===== config.mk =====
export PLATFORM = sky130hd
export DESIGN_NAME = flag_and_move_instruction_exec
export DESIGN_NICKNAME = d
export VERILOG_FILES = /design/src/pkg/flag_move_pkg.sv /design/src/design/flag_and_move_instruction_exec.sv /design/src/design/pointer_incrementer.sv
export SDC_FILE = /design/constraint.sdc
export NUM_CORES = 1
export LEC_CHECK = 0
export BUFFER_PORTS_ARGS = -buffer_cell sky130_fd_sc_hd__buf_2
export CORE_MARGIN = 5
export CORE_UTILIZATION = 30
export CTS_BUF_LIST = sky130_fd_sc_hd__clkbuf_4 sky130_fd_sc_hd__clkbuf_8 sky130_fd_sc_hd__clkbuf_16
export CTS_CLUSTER_SIZE = 10
export DETAILED_ROUTE_END_ITERATION = 10
export PLACE_DENSITY = 0.5
export SLEW_MARGIN = 30
export SYNTH_ARGS = -nofsm -noshare
export SYNTH_HDL_FRONTEND = slang
export SYNTH_SLANG_ARGS = --single-unit

===== constraint.sdc =====
create_clock -name clk -period 5.3 [get_ports clk]
set_clock_uncertainty 0.1 [all_clocks]
set_input_delay 1.325 -clock clk [delete_from_list [all_inputs] [get_ports clk]]
set_output_delay 1.325 -clock clk [all_outputs]
set_load 0.01 [all_outputs]

===== src/pkg/flag_move_pkg.sv =====
// constants shared by the flag and move execution block
package flag_move_pkg;
  localparam int data_w = 8;
  localparam int addr_w = 16;
  localparam int reg_idx_w = 5;
  localparam int num_regs = 32;
  // status flag bit positions
  localparam int flag_half_carry = 5;
  localparam int flag_sign = 4;
  localparam logic [7:0] status_reset = 8'h00;
  localparam logic [7:0] data_reset = 8'h00;
  localparam logic [15:0] pointer_step = 16'h0001;
  // cycle counts per instruction
  localparam int flag_op_cycles = 1;
  localparam int move_op_cycles = 1;
  localparam int load_op_cycles = 2;
  typedef enum logic [2:0] {
    op_none,
    set_sign_flag_op,
    clear_sign_flag_op,
    set_half_carry_op,
    clear_half_carry_op,
    reg_copy_op,
    reg_pair_copy_op,
    indirect_load_op
  } op_t;
endpackage : flag_move_pkg


===== src/design/flag_and_move_instruction_exec.sv =====
// execution of flag set/clear, register moves and post-increment loads
// Function
// - set sign flag, others kept, one cycle
// - clear sign flag, others kept, one cycle
// - set half carry, others kept, one cycle
// - clear half carry, others kept, one cycle
// - copy register to register, one cycle
// - copy register pair, one cycle, flags kept
// - load via pointer, then increment, two cycles
`timescale 1ns/100ps
module flag_and_move_instruction_exec (
  input wire logic clk,
  input wire logic rst_b,
  input wire logic op_valid,
  input wire flag_move_pkg::op_t op,
  input wire logic [4:0] dst_idx,
  input wire logic [4:0] src_idx,
  input wire logic [4:0] ptr_idx,
  input wire logic [7:0] mem_rdata,
  output logic busy,
  output logic done,
  output logic mem_rd,
  output logic [15:0] mem_addr,
  output logic [7:0] status_flags_reg,
  output logic [255:0] reg_file_flat
);
  typedef enum logic [0:0] {st_idle, st_load} state_t;
  state_t state;
  logic [7:0] regs [0:flag_move_pkg::num_regs-1];
  logic [4:0] load_dst;
  logic [4:0] load_ptr;
  logic [4:0] load_ptr_hi;
  logic [15:0] ptr_value;
  logic [15:0] ptr_next;
  logic [7:0] next_status_flags_reg;
  logic take;
  logic take_set_sign;
  logic take_clear_sign;
  logic take_set_half;
  logic take_clear_half;
  logic take_copy;
  logic take_pair_copy;
  logic take_load;
  logic take_single;
  logic in_load;
  logic [4:0] dst_pair_lo;
  logic [4:0] dst_pair_hi;
  logic [4:0] src_pair_lo;
  logic [4:0] src_pair_hi;
  logic [4:0] ptr_pair_lo;
  logic [4:0] ptr_pair_hi;

  ////////////////////////////////////////////////////////////////////////
  // sizes that the flat view, the pair indexing and the pointer adder rely on
  if (flag_move_pkg::num_regs != (1 << flag_move_pkg::reg_idx_w)) begin : g_regs_check
    $error("register count must fill the index range");
  end
  if (flag_move_pkg::addr_w != 2 * flag_move_pkg::data_w) begin : g_ptr_check
    $error("pointer must be exactly one register pair wide");
  end
  if ($bits(reg_file_flat) != flag_move_pkg::num_regs * flag_move_pkg::data_w) begin : g_flat_check
    $error("flat register view width does not match the file");
  end

  ////////////////////////////////////////////////////////////////////////
  // request decode; nothing is taken while a load waits for memory
  assign take = op_valid && (state == st_idle);
  assign in_load = (state == st_load);
  assign take_set_sign = take && (op == flag_move_pkg::set_sign_flag_op);
  assign take_clear_sign = take && (op == flag_move_pkg::clear_sign_flag_op);
  assign take_set_half = take && (op == flag_move_pkg::set_half_carry_op);
  assign take_clear_half = take && (op == flag_move_pkg::clear_half_carry_op);
  assign take_copy = take && (op == flag_move_pkg::reg_copy_op);
  assign take_pair_copy = take && (op == flag_move_pkg::reg_pair_copy_op);
  assign take_load = take && (op == flag_move_pkg::indirect_load_op);
  // the empty code is accepted but does nothing, so it raises no done
  assign take_single = take && (op != flag_move_pkg::op_none) && !take_load;

  ////////////////////////////////////////////////////////////////////////
  // operand pairs: the even register is always the low byte
  assign dst_pair_lo = {dst_idx[4:1], 1'b0};
  assign dst_pair_hi = {dst_idx[4:1], 1'b1};
  assign src_pair_lo = {src_idx[4:1], 1'b0};
  assign src_pair_hi = {src_idx[4:1], 1'b1};
  assign ptr_pair_lo = {ptr_idx[4:1], 1'b0};
  assign ptr_pair_hi = {ptr_idx[4:1], 1'b1};
  assign load_ptr_hi = {load_ptr[4:1], 1'b1};
  assign ptr_value = {regs[load_ptr_hi], regs[load_ptr]};

  pointer_incrementer #(.width(flag_move_pkg::addr_w)) u_inc (
    .ptr_in(ptr_value),
    .ptr_out(ptr_next)
  );

  ////////////////////////////////////////////////////////////////////////
  // status flags: only the addressed bit changes
  always_comb begin
    next_status_flags_reg = status_flags_reg;
    if (take_set_sign) begin
      next_status_flags_reg[flag_move_pkg::flag_sign] = 1'b1;
    end
    if (take_clear_sign) begin
      next_status_flags_reg[flag_move_pkg::flag_sign] = 1'b0;
    end
    if (take_set_half) begin
      next_status_flags_reg[flag_move_pkg::flag_half_carry] = 1'b1;
    end
    if (take_clear_half) begin
      next_status_flags_reg[flag_move_pkg::flag_half_carry] = 1'b0;
    end
  end

  always_ff @(posedge clk or negedge rst_b) begin
    if (!rst_b) begin
      status_flags_reg <= flag_move_pkg::status_reset;
    end else begin
      status_flags_reg <= next_status_flags_reg;
    end
  end

  ////////////////////////////////////////////////////////////////////////
  // sequencing: a load holds the core a second cycle while memory answers
  always_ff @(posedge clk or negedge rst_b) begin
    if (!rst_b) begin
      state <= st_idle;
    end else begin
      unique case (state)
        st_idle: begin
          if (take_load) begin
            state <= st_load;
          end
        end
        st_load: begin
          state <= st_idle;
        end
      endcase
    end
  end

  // busy marks the second load cycle; requests made then are ignored
  always_ff @(posedge clk or negedge rst_b) begin
    if (!rst_b) begin
      busy <= 1'b0;
    end else begin
      busy <= take_load;
    end
  end

  ////////////////////////////////////////////////////////////////////////
  // load targets are kept so the write does not depend on held inputs
  always_ff @(posedge clk or negedge rst_b) begin
    if (!rst_b) begin
      load_dst <= 5'h00;
      load_ptr <= 5'h00;
    end else if (take_load) begin
      load_dst <= dst_idx;
      load_ptr <= ptr_pair_lo;
    end
  end

  // the address goes out together with the read strobe
  always_ff @(posedge clk or negedge rst_b) begin
    if (!rst_b) begin
      mem_addr <= 16'h0000;
    end else if (take_load) begin
      mem_addr <= {regs[ptr_pair_hi], regs[ptr_pair_lo]};
    end
  end

  // strobes last one cycle each
  always_ff @(posedge clk or negedge rst_b) begin
    if (!rst_b) begin
      mem_rd <= 1'b0;
    end else begin
      mem_rd <= take_load;
    end
  end

  always_ff @(posedge clk or negedge rst_b) begin
    if (!rst_b) begin
      done <= 1'b0;
    end else begin
      done <= take_single || in_load;
    end
  end

  ////////////////////////////////////////////////////////////////////////
  // register file; moves never touch the flags
  // pointer update is written after the data so an aliased destination
  // loses to the pointer, a hazard software must avoid
  always_ff @(posedge clk or negedge rst_b) begin
    if (!rst_b) begin
      for (int i = 0; i < flag_move_pkg::num_regs; i++) begin
        regs[i] <= flag_move_pkg::data_reset;
      end
    end else if (in_load) begin
      regs[load_dst] <= mem_rdata;
      regs[load_ptr] <= ptr_next[7:0];
      regs[load_ptr_hi] <= ptr_next[15:8];
    end else if (take_copy) begin
      regs[dst_idx] <= regs[src_idx];
    end else if (take_pair_copy) begin
      regs[dst_pair_lo] <= regs[src_pair_lo];
      regs[dst_pair_hi] <= regs[src_pair_hi];
    end
  end

  ////////////////////////////////////////////////////////////////////////
  // flat view for the ports, one cycle behind the file
  always_ff @(posedge clk or negedge rst_b) begin
    if (!rst_b) begin
      reg_file_flat <= '0;
    end else begin
      for (int i = 0; i < flag_move_pkg::num_regs; i++) begin
        reg_file_flat[i*flag_move_pkg::data_w +: flag_move_pkg::data_w] <= regs[i];
      end
    end
  end
endmodule : flag_and_move_instruction_exec


===== src/design/pointer_incrementer.sv =====
// full-width pointer post-increment adder
`timescale 1ns/100ps
module pointer_incrementer #(
  parameter int width = 16
) (
  input wire logic [width-1:0] ptr_in,
  output logic [width-1:0] ptr_out
);
  // a pointer narrower than two bits cannot span a register pair
  if (width < 2) begin : g_width_check
    $error("pointer width too small");
  end
  // one adder over the whole pair so the low byte carries into the high byte
  assign ptr_out = ptr_in + width'(flag_move_pkg::pointer_step);
endmodule : pointer_incrementer


### Word level (Yosys, flattened, before mapping)

Index checks and enable logic that the tools add are counted.

| word-level totals | value |
|---|---|
| register bits | 542 |
| input bits | 29 |
| output and inout port bits | 283 |
| word-level logic and storage cells | 148 |

| cells by class | value |
|---|---|
| add/subtract/negate cells | 1 |
| magnitude comparators | 17 |
| equal/unequal tests | 7 |
| mux-type cells | 48 |
| bitwise gates (word level) | 12 |
| reduce and logical (&&, ||, !) cells | 22 |

Operators with widths:

| cell | count |
|---|---|
| bitwise mux 256 bit | 6 |
| 2-to-1 mux 256 bit | 3 |
| binary-select mux 8 bit (select 5 bit) | 7 |
| demux 8 bit (select 5 bit) | 6 |
| 2-to-1 mux 8 bit | 20 |
| greater-or-equal comparator 6 bit (second input constant) | 11 |
| NOT 5 -> 6 bit | 11 |
| less-than comparator 6 x 1 -> 1 bit (second input constant) | 6 |
| adder 16 x 1 -> 16 bit (second input constant) | 1 |
| logical AND 1 bit | 16 |
| equality test 3 bit (second input constant) | 4 |
| equality test 3 x 2 -> 1 bit (second input constant) | 2 |
| nonzero test 3 bit | 2 |
| 2-to-1 mux 1 bit | 5 |
| nonzero test 2 bit | 2 |
| equality test 3 x 1 -> 1 bit (second input constant) | 1 |
| case mux 1 bit (2 select lines) | 1 |
| logical NOT 1 bit | 1 |
| logical OR 1 bit | 1 |
| NOT 1 bit | 1 |

### Depth between registers and ports, before layout

| depth | value |
|---|---|
| word-level depth | 10 |
| depth in mapped cells | 14 |
| gate-level depth less buffers | 10 |

### Hierarchy

From an unflattened synthesis, not the netlist that was laid out.

| second synthesis, totals | value |
|---|---|
| cell total of the unflattened synthesis | 3,744 |
| area, all modules | 35,805.6 µm² |

By module, submodules not included:

| module | instances | cells an instance | area an instance (µm²) | seq. area each (µm²) |
|---|---|---|---|---|
| flag_and_move_instruction_exec | 1 | 3,701 | 35,507.8 | 13,563.0 |
| pointer_incrementer | 1 | 43 | 297.8 | 0.0 |

### Worst setup path before layout

OpenSTA, ideal clock, no wires.

| timing | value |
|---|---|
| path type | in2reg |
| start point | input port src_idx[1] |
| end point | register regs[215] (netlist bit) |
| setup time | 0.138 ns |
| arrival | 3.824 ns |
| data required time | 5.062 ns |
| slack | 1.238 ns |
| stages | 11 |
| buffers on the path | 4 |
| cells stage by stage | buf_4 > buf_2 > buf_2 > mux4_2 > mux2i_1 > nand2_1 > o21ai_1 > buf_4 > nor2_1 > a2111oi_0 > nor3_2 |

| on the way | value |
|---|---|
| longest elaborated chain between the ends | 9 |
| elaborated cells between the ends (all ways) | 18 |
| those cells by class | mux: 15; bitwise: 3 |

Ends and longest elaborated chain:

| what | line | RTL |
|---|---|---|
| from (decl) | flag_and_move_instruction_exec.sv:17 | `input wire logic [4:0] src_idx,` |
| NOT 5 -> 6 bit (implied by the code) | flag_and_move_instruction_exec.sv:203 | `regs[dst_pair_lo] <= regs[src_pair_lo];` |
| binary-select mux 8 bit (select 5 bit) | flag_and_move_instruction_exec.sv:203 |  |
| 2-to-1 mux 8 bit (implied by the code) (2 in a row) | flag_and_move_instruction_exec.sv:203 |  |
| bitwise mux 256 bit | flag_and_move_instruction_exec.sv:203 |  |
| bitwise mux 256 bit | flag_and_move_instruction_exec.sv:204 | `regs[dst_pair_hi] <= regs[src_pair_hi];` |
| 2-to-1 mux 256 bit | flag_and_move_instruction_exec.sv:202 | `end else if (take_pair_copy) begin` |
| 2-to-1 mux 256 bit * | flag_and_move_instruction_exec.sv:200 | `end else if (take_copy) begin` |
| 2-to-1 mux 256 bit * | flag_and_move_instruction_exec.sv:196 | `end else if (in_load) begin` |
| to (signal, indexed assignment) | flag_and_move_instruction_exec.sv:197 | `regs[load_dst] <= mem_rdata;` |
| to (signal, indexed assignment) | flag_and_move_instruction_exec.sv:201 | `regs[dst_idx] <= regs[src_idx];` |
| to (signal, indexed assignment) | flag_and_move_instruction_exec.sv:204 |  |
| to (decl) | flag_and_move_instruction_exec.sv:29 | `logic [7:0] regs [0:flag_move_pkg::num_regs-1];` |

Mark *: on every way between the ends. The rest lies on a longest branch, timed or not. The select of a mux whose other input is x is not followed.
A chain may end at the register's enable or synchronous reset.

### Final worst setup path

| timing | value |
|---|---|
| start point | register load_ptr[1] |
| end point | register regs[16] (netlist bit) |

| on the way | value |
|---|---|
| longest elaborated chain between the ends | 8 |
| elaborated cells between the ends (all ways) | 22 |
| those cells by class | add/sub: 1; order compare: 4; mux: 13; bitwise: 2; reduce/logical: 2 |

Ends and longest elaborated chain:

| what | line | RTL |
|---|---|---|
| from (decl) | flag_and_move_instruction_exec.sv:31 | `logic [4:0] load_ptr;` |
| from (signal assigned) | flag_and_move_instruction_exec.sv:157 | `load_ptr <= ptr_pair_lo;` |
| NOT 5 -> 6 bit (implied by the code) | flag_and_move_instruction_exec.sv:88, flag_and_move_instruction_exec.sv:198 |  |
| binary-select mux 8 bit (select 5 bit) (tied with other cells) | flag_and_move_instruction_exec.sv:88 | `assign ptr_value = {regs[load_ptr_hi], regs[load_ptr]};` |
| 2-to-1 mux 8 bit (implied by the code) / logical AND 1 bit (equally long branches) | flag_and_move_instruction_exec.sv:88, flag_and_move_instruction_exec.sv:198 |  |
| 2-to-1 mux 8 bit (on tied branches) | flag_and_move_instruction_exec.sv:88, flag_and_move_instruction_exec.sv:198 |  |
| adder 16 x 1 -> 16 bit / demux 8 bit (select 5 bit) (equally long branches) | pointer_incrementer.sv:14, flag_and_move_instruction_exec.sv:198 |  |
| bitwise mux 256 bit | flag_and_move_instruction_exec.sv:198 | `regs[load_ptr] <= ptr_next[7:0];` |
| bitwise mux 256 bit * | flag_and_move_instruction_exec.sv:199 | `regs[load_ptr_hi] <= ptr_next[15:8];` |
| 2-to-1 mux 256 bit * | flag_and_move_instruction_exec.sv:196 |  |
| to (signal, indexed assignment) | flag_and_move_instruction_exec.sv:197 |  |
| to (signal, indexed assignment) | flag_and_move_instruction_exec.sv:198 |  |
| to (signal, indexed assignment) | flag_and_move_instruction_exec.sv:199 |  |

Marked as above.

==> flow_summary.json <==
{
  "grt_start_max_net_pins": 96,
  "slowest_delay_ns": 0.86,
  "synth_common_cells": "dfrtp_1 (542), a221oi_1 (416), nor2_1 (416)",
  "vias_per_cell": 6.983,
  "r2r.worst_path.cells": 10,
  "r2r_slack_ns": 0.77,
  "h-tree-depth": 3,
  "cts_setup_buffers": 0,
  "fin_setup_tns_ns": 0,
  "reg_top3": "reg_file_flat x256, regs x256, mem_addr x16",
  "fillers": 10820,
  "antenna_found_initial": 39,
  "drv_slew": 0,
  "cts_tree": "yes",
  "hold_path_class": "register to register",
  "grt_first_pass_wirelength_um": 256900,
  "clkPwrFrac_pct": 29.3,
  "worst_pin_slew_ns": 1.146,
  "end_kind": "register",
  "die_height_um": 340.8,
  "wl_per_cell_um": 41.16,
  "wl_met3_um": 25940,
  "num_rows": 121,
  "min_path_cells": 1,
  "dr_total_vias": 32150,
  "fin_crit_ns": 4.529,
  "timing.rr.start": "load_ptr[1]",
  "intPower_w": 0.009839,
  "io_buffers": 304,
  "setup_violations": 0,
  "hold_buffers": 0,
  "synthAdderAreaFrac_pct": 0.03812,
  "clock_latency_ns": 0.68,
  "period_share_pct": 85.45,
  "hold_end": "mem_addr[1]",
  "path_buf_inv": 2,
  "drt-total-wl_um": 189500,
  "hp-start": "mem_addr[1]",
  "switching_share_pct": 40.61,
  "synth_cells": 2866,
  "ys.flop_type": "dfrtp_1",
  "synth_mux_area_share_pct": 22.80,
  "worst_setup_hold_path_clk_slew_ns": 0.05,
  "synth-compound-area-share_pct": 20.50,
  "drive_gt1_share_pct": 31.81,
  "seqPwrFrac_pct": 39.5,
  "seq_area_mm2": 0.01357,
  "whs_ns": 0.3979,
  "crit_chain": "buf_4, mux4_2, a22oi_1, nand2_1, nand2_1, nor3_1, xor2_1, buf_4, a221oi_1, a211oi_1",
  "critPathTopFamily": "flip-flops",
  "dpl.hpwl_um": 134200,
  "drtIter0Drc": 5903,
  "rsz0062_at_grt": "no",
  "synthSimpleGateAreaFrac_pct": 10.51,
  "gp_congestion": 1.028,
  "worst_r2r_endpoint": "regs[16]",
  "synth.top_cell.area_share_pct": 41.32,
  "grt_pass1_vias": 30530,
  "status": "finished clean",
  "start_util_pct": 30.19,
  "synth_area_leaders": "dfrtp_1 (41%), mux4_2 (19%), a221oi_1 (11%)",
  "final_antenna_net_count": 0,
  "synth.cell_area_mm2": 0.03282,
  "synth_xor_area_share_pct": 0.4765,
  "drcViolationCount": 0,
  "max_cap_viol_count": 0,
  "hold_viol": 0,
  "avgSynthCellArea_um2": 11.45,
  "cts.repair.resized": 0,
  "cp-start-kind": "register",
  "p_leak_nw": 15.80,
  "overflow": 0,
  "crit_start": "load_ptr[1]",
  "crit_type": "register to register",
  "crit_arrival_ns": 4.97,
  "path_max_fanout": 33,
  "power_density_mw_per_mm2": 426.8,
  "p_switching_w": 0.006729,
  "placeableCoreArea_mm2": 0.1087,
  "grtUsageTotal_pct": 31.44,
  "area_delta_synth_final_pct": 18.28,
  "worst_ir_drop_vdd_uv": 238.1,
  "multi_input_area_mm2": 0.01809,
  "synth_edf_count": 0,
  "max_freq_mhz": 220.8,
  "drt-met1-wl_um": 68750,
  "synth_seq_cells": 542,
  "dr.pass1.iters": 9,
  "synth_top_family_by_area": "multiplexers",
  "cts_root_buf": "clkbuf_16",
  "cp_data_required_time_ns": 5.74,
  "dieArea_mm2": 0.1161,
  "synth_most_common_cell": "dfrtp_1",
  "synth_async_sr_flop_share_pct": 100.0,
  "route.met2.wl_um": 79030,
  "die_w_um": 340.8,
  "ios": 312,
  "yosysSeqAreaShare_pct": 41.32,
  "maxSlewHeadroom_pct": 23.54,
  "ys_warn_count": 0,
  "p_comb_share_pct": 31.2,
  "yosysTopAreaCell": "dfrtp_1",
  "fin_nets": 3151,
  "cts.sink_count": 542,
  "cts_buffer_depth": 3,
  "synth_cell_type_count": 68,
  "top_layer_used": "met5",
  "cpMaxStageDelayCell": "dfrtp_4",
  "cts_buffers": 72
}
-- power by group through the flow --
stage                     clock network [W]  logic [W]  registers (W)
final                               0.00485    0.00516        0.00655
after global routing                0.00509    0.00529        0.00653
after CTS                           0.00494    0.00500        0.00647
after detailed placement                  0    0.00498        0.00652
after global placement                    0    0.00497        0.00653
after floorplan                           0    0.00280        0.00580
-- cell type report --
class | count | area share, %
multi-input combinational | 2012 | 46.59
sequential | 542 | 34.97
timing repair buffer | 481 | 7.719
clock buffer | 93 | 5.250
tap | 1414 | 4.557
clock inverter | 19 | 0.5995
antenna | 31 | 0.1998
inverter | 12 | 0.1160
-- metal layers --
layer	track usage, %	vias to the layer above
met5	0.7500	-
met4	20.87	16
met3	11.68	745
met2	45.34	3018
met1	39.31	16190
li1	-	12180
-- metrics by stage --
| stage | worst slack, ns | std cells | instance area [um2] | util, % | total power, W |
|---|---|---|---|---|---|
| 2_1_floorplan | 1.238 | 2871 | 32840 | - | 0.008593 |
| 3_3_place_gp | 0.7184 | 4461 | 36410 | 33.49 | 0.01150 |
| 3_5_place_dp | 0.7180 | 4461 | 36450 | 33.53 | 0.01151 |
| 4_1_cts | 0.9147 | 4573 | 38720 | 35.62 | 0.01640 |
| 5_1_grt | 0.7560 | 4576 | 38750 | 35.65 | 0.01691 |
| 6_report | 0.7712 | 4604 | 38820 | 35.71 | 0.01657 |
-- placed cells by master (no fill, tap or decap), types with 20 or more instances in the layout --
master	instances
a221oi_1	411
diode_2	31
a2111oi_0	55
nor2_1	404
nand3_1	45
o21ai_0	33
nor3_2	20
buf_4	174
o31ai_1	69
nand2_1	187
mux4_2	275
mux4_1	22
dfrtp_1	539
mux2_2	41
buf_2	296
nor3_1	64
a211oi_1	98
mux2i_1	25
clkbuf_16	74
a21oi_1	61
-- cell families after synthesis --
family,Yosys count
adders and majority gates,1
buffers and inverters,317
DFF,542
AOI/OAI and AO/OA,829
and+or+nand+nor,799
muxes,363
other,1
xor gates and xnor gates,14
-- how the worst max path moves through the flow --
stage          depth (start not counted)  slack, ns        end
6_report                              10       0.77   regs[16]
5_1_grt                               10       0.76  regs[192]
4_1_cts                               10       0.91  regs[192]
3_5_place_dp                          11       0.72  regs[141]
3_3_place_gp                          11       0.72  regs[141]
2_1_floorplan                         11       1.24  regs[215]
No activity file was read; power rests on OpenSTA's default activity.
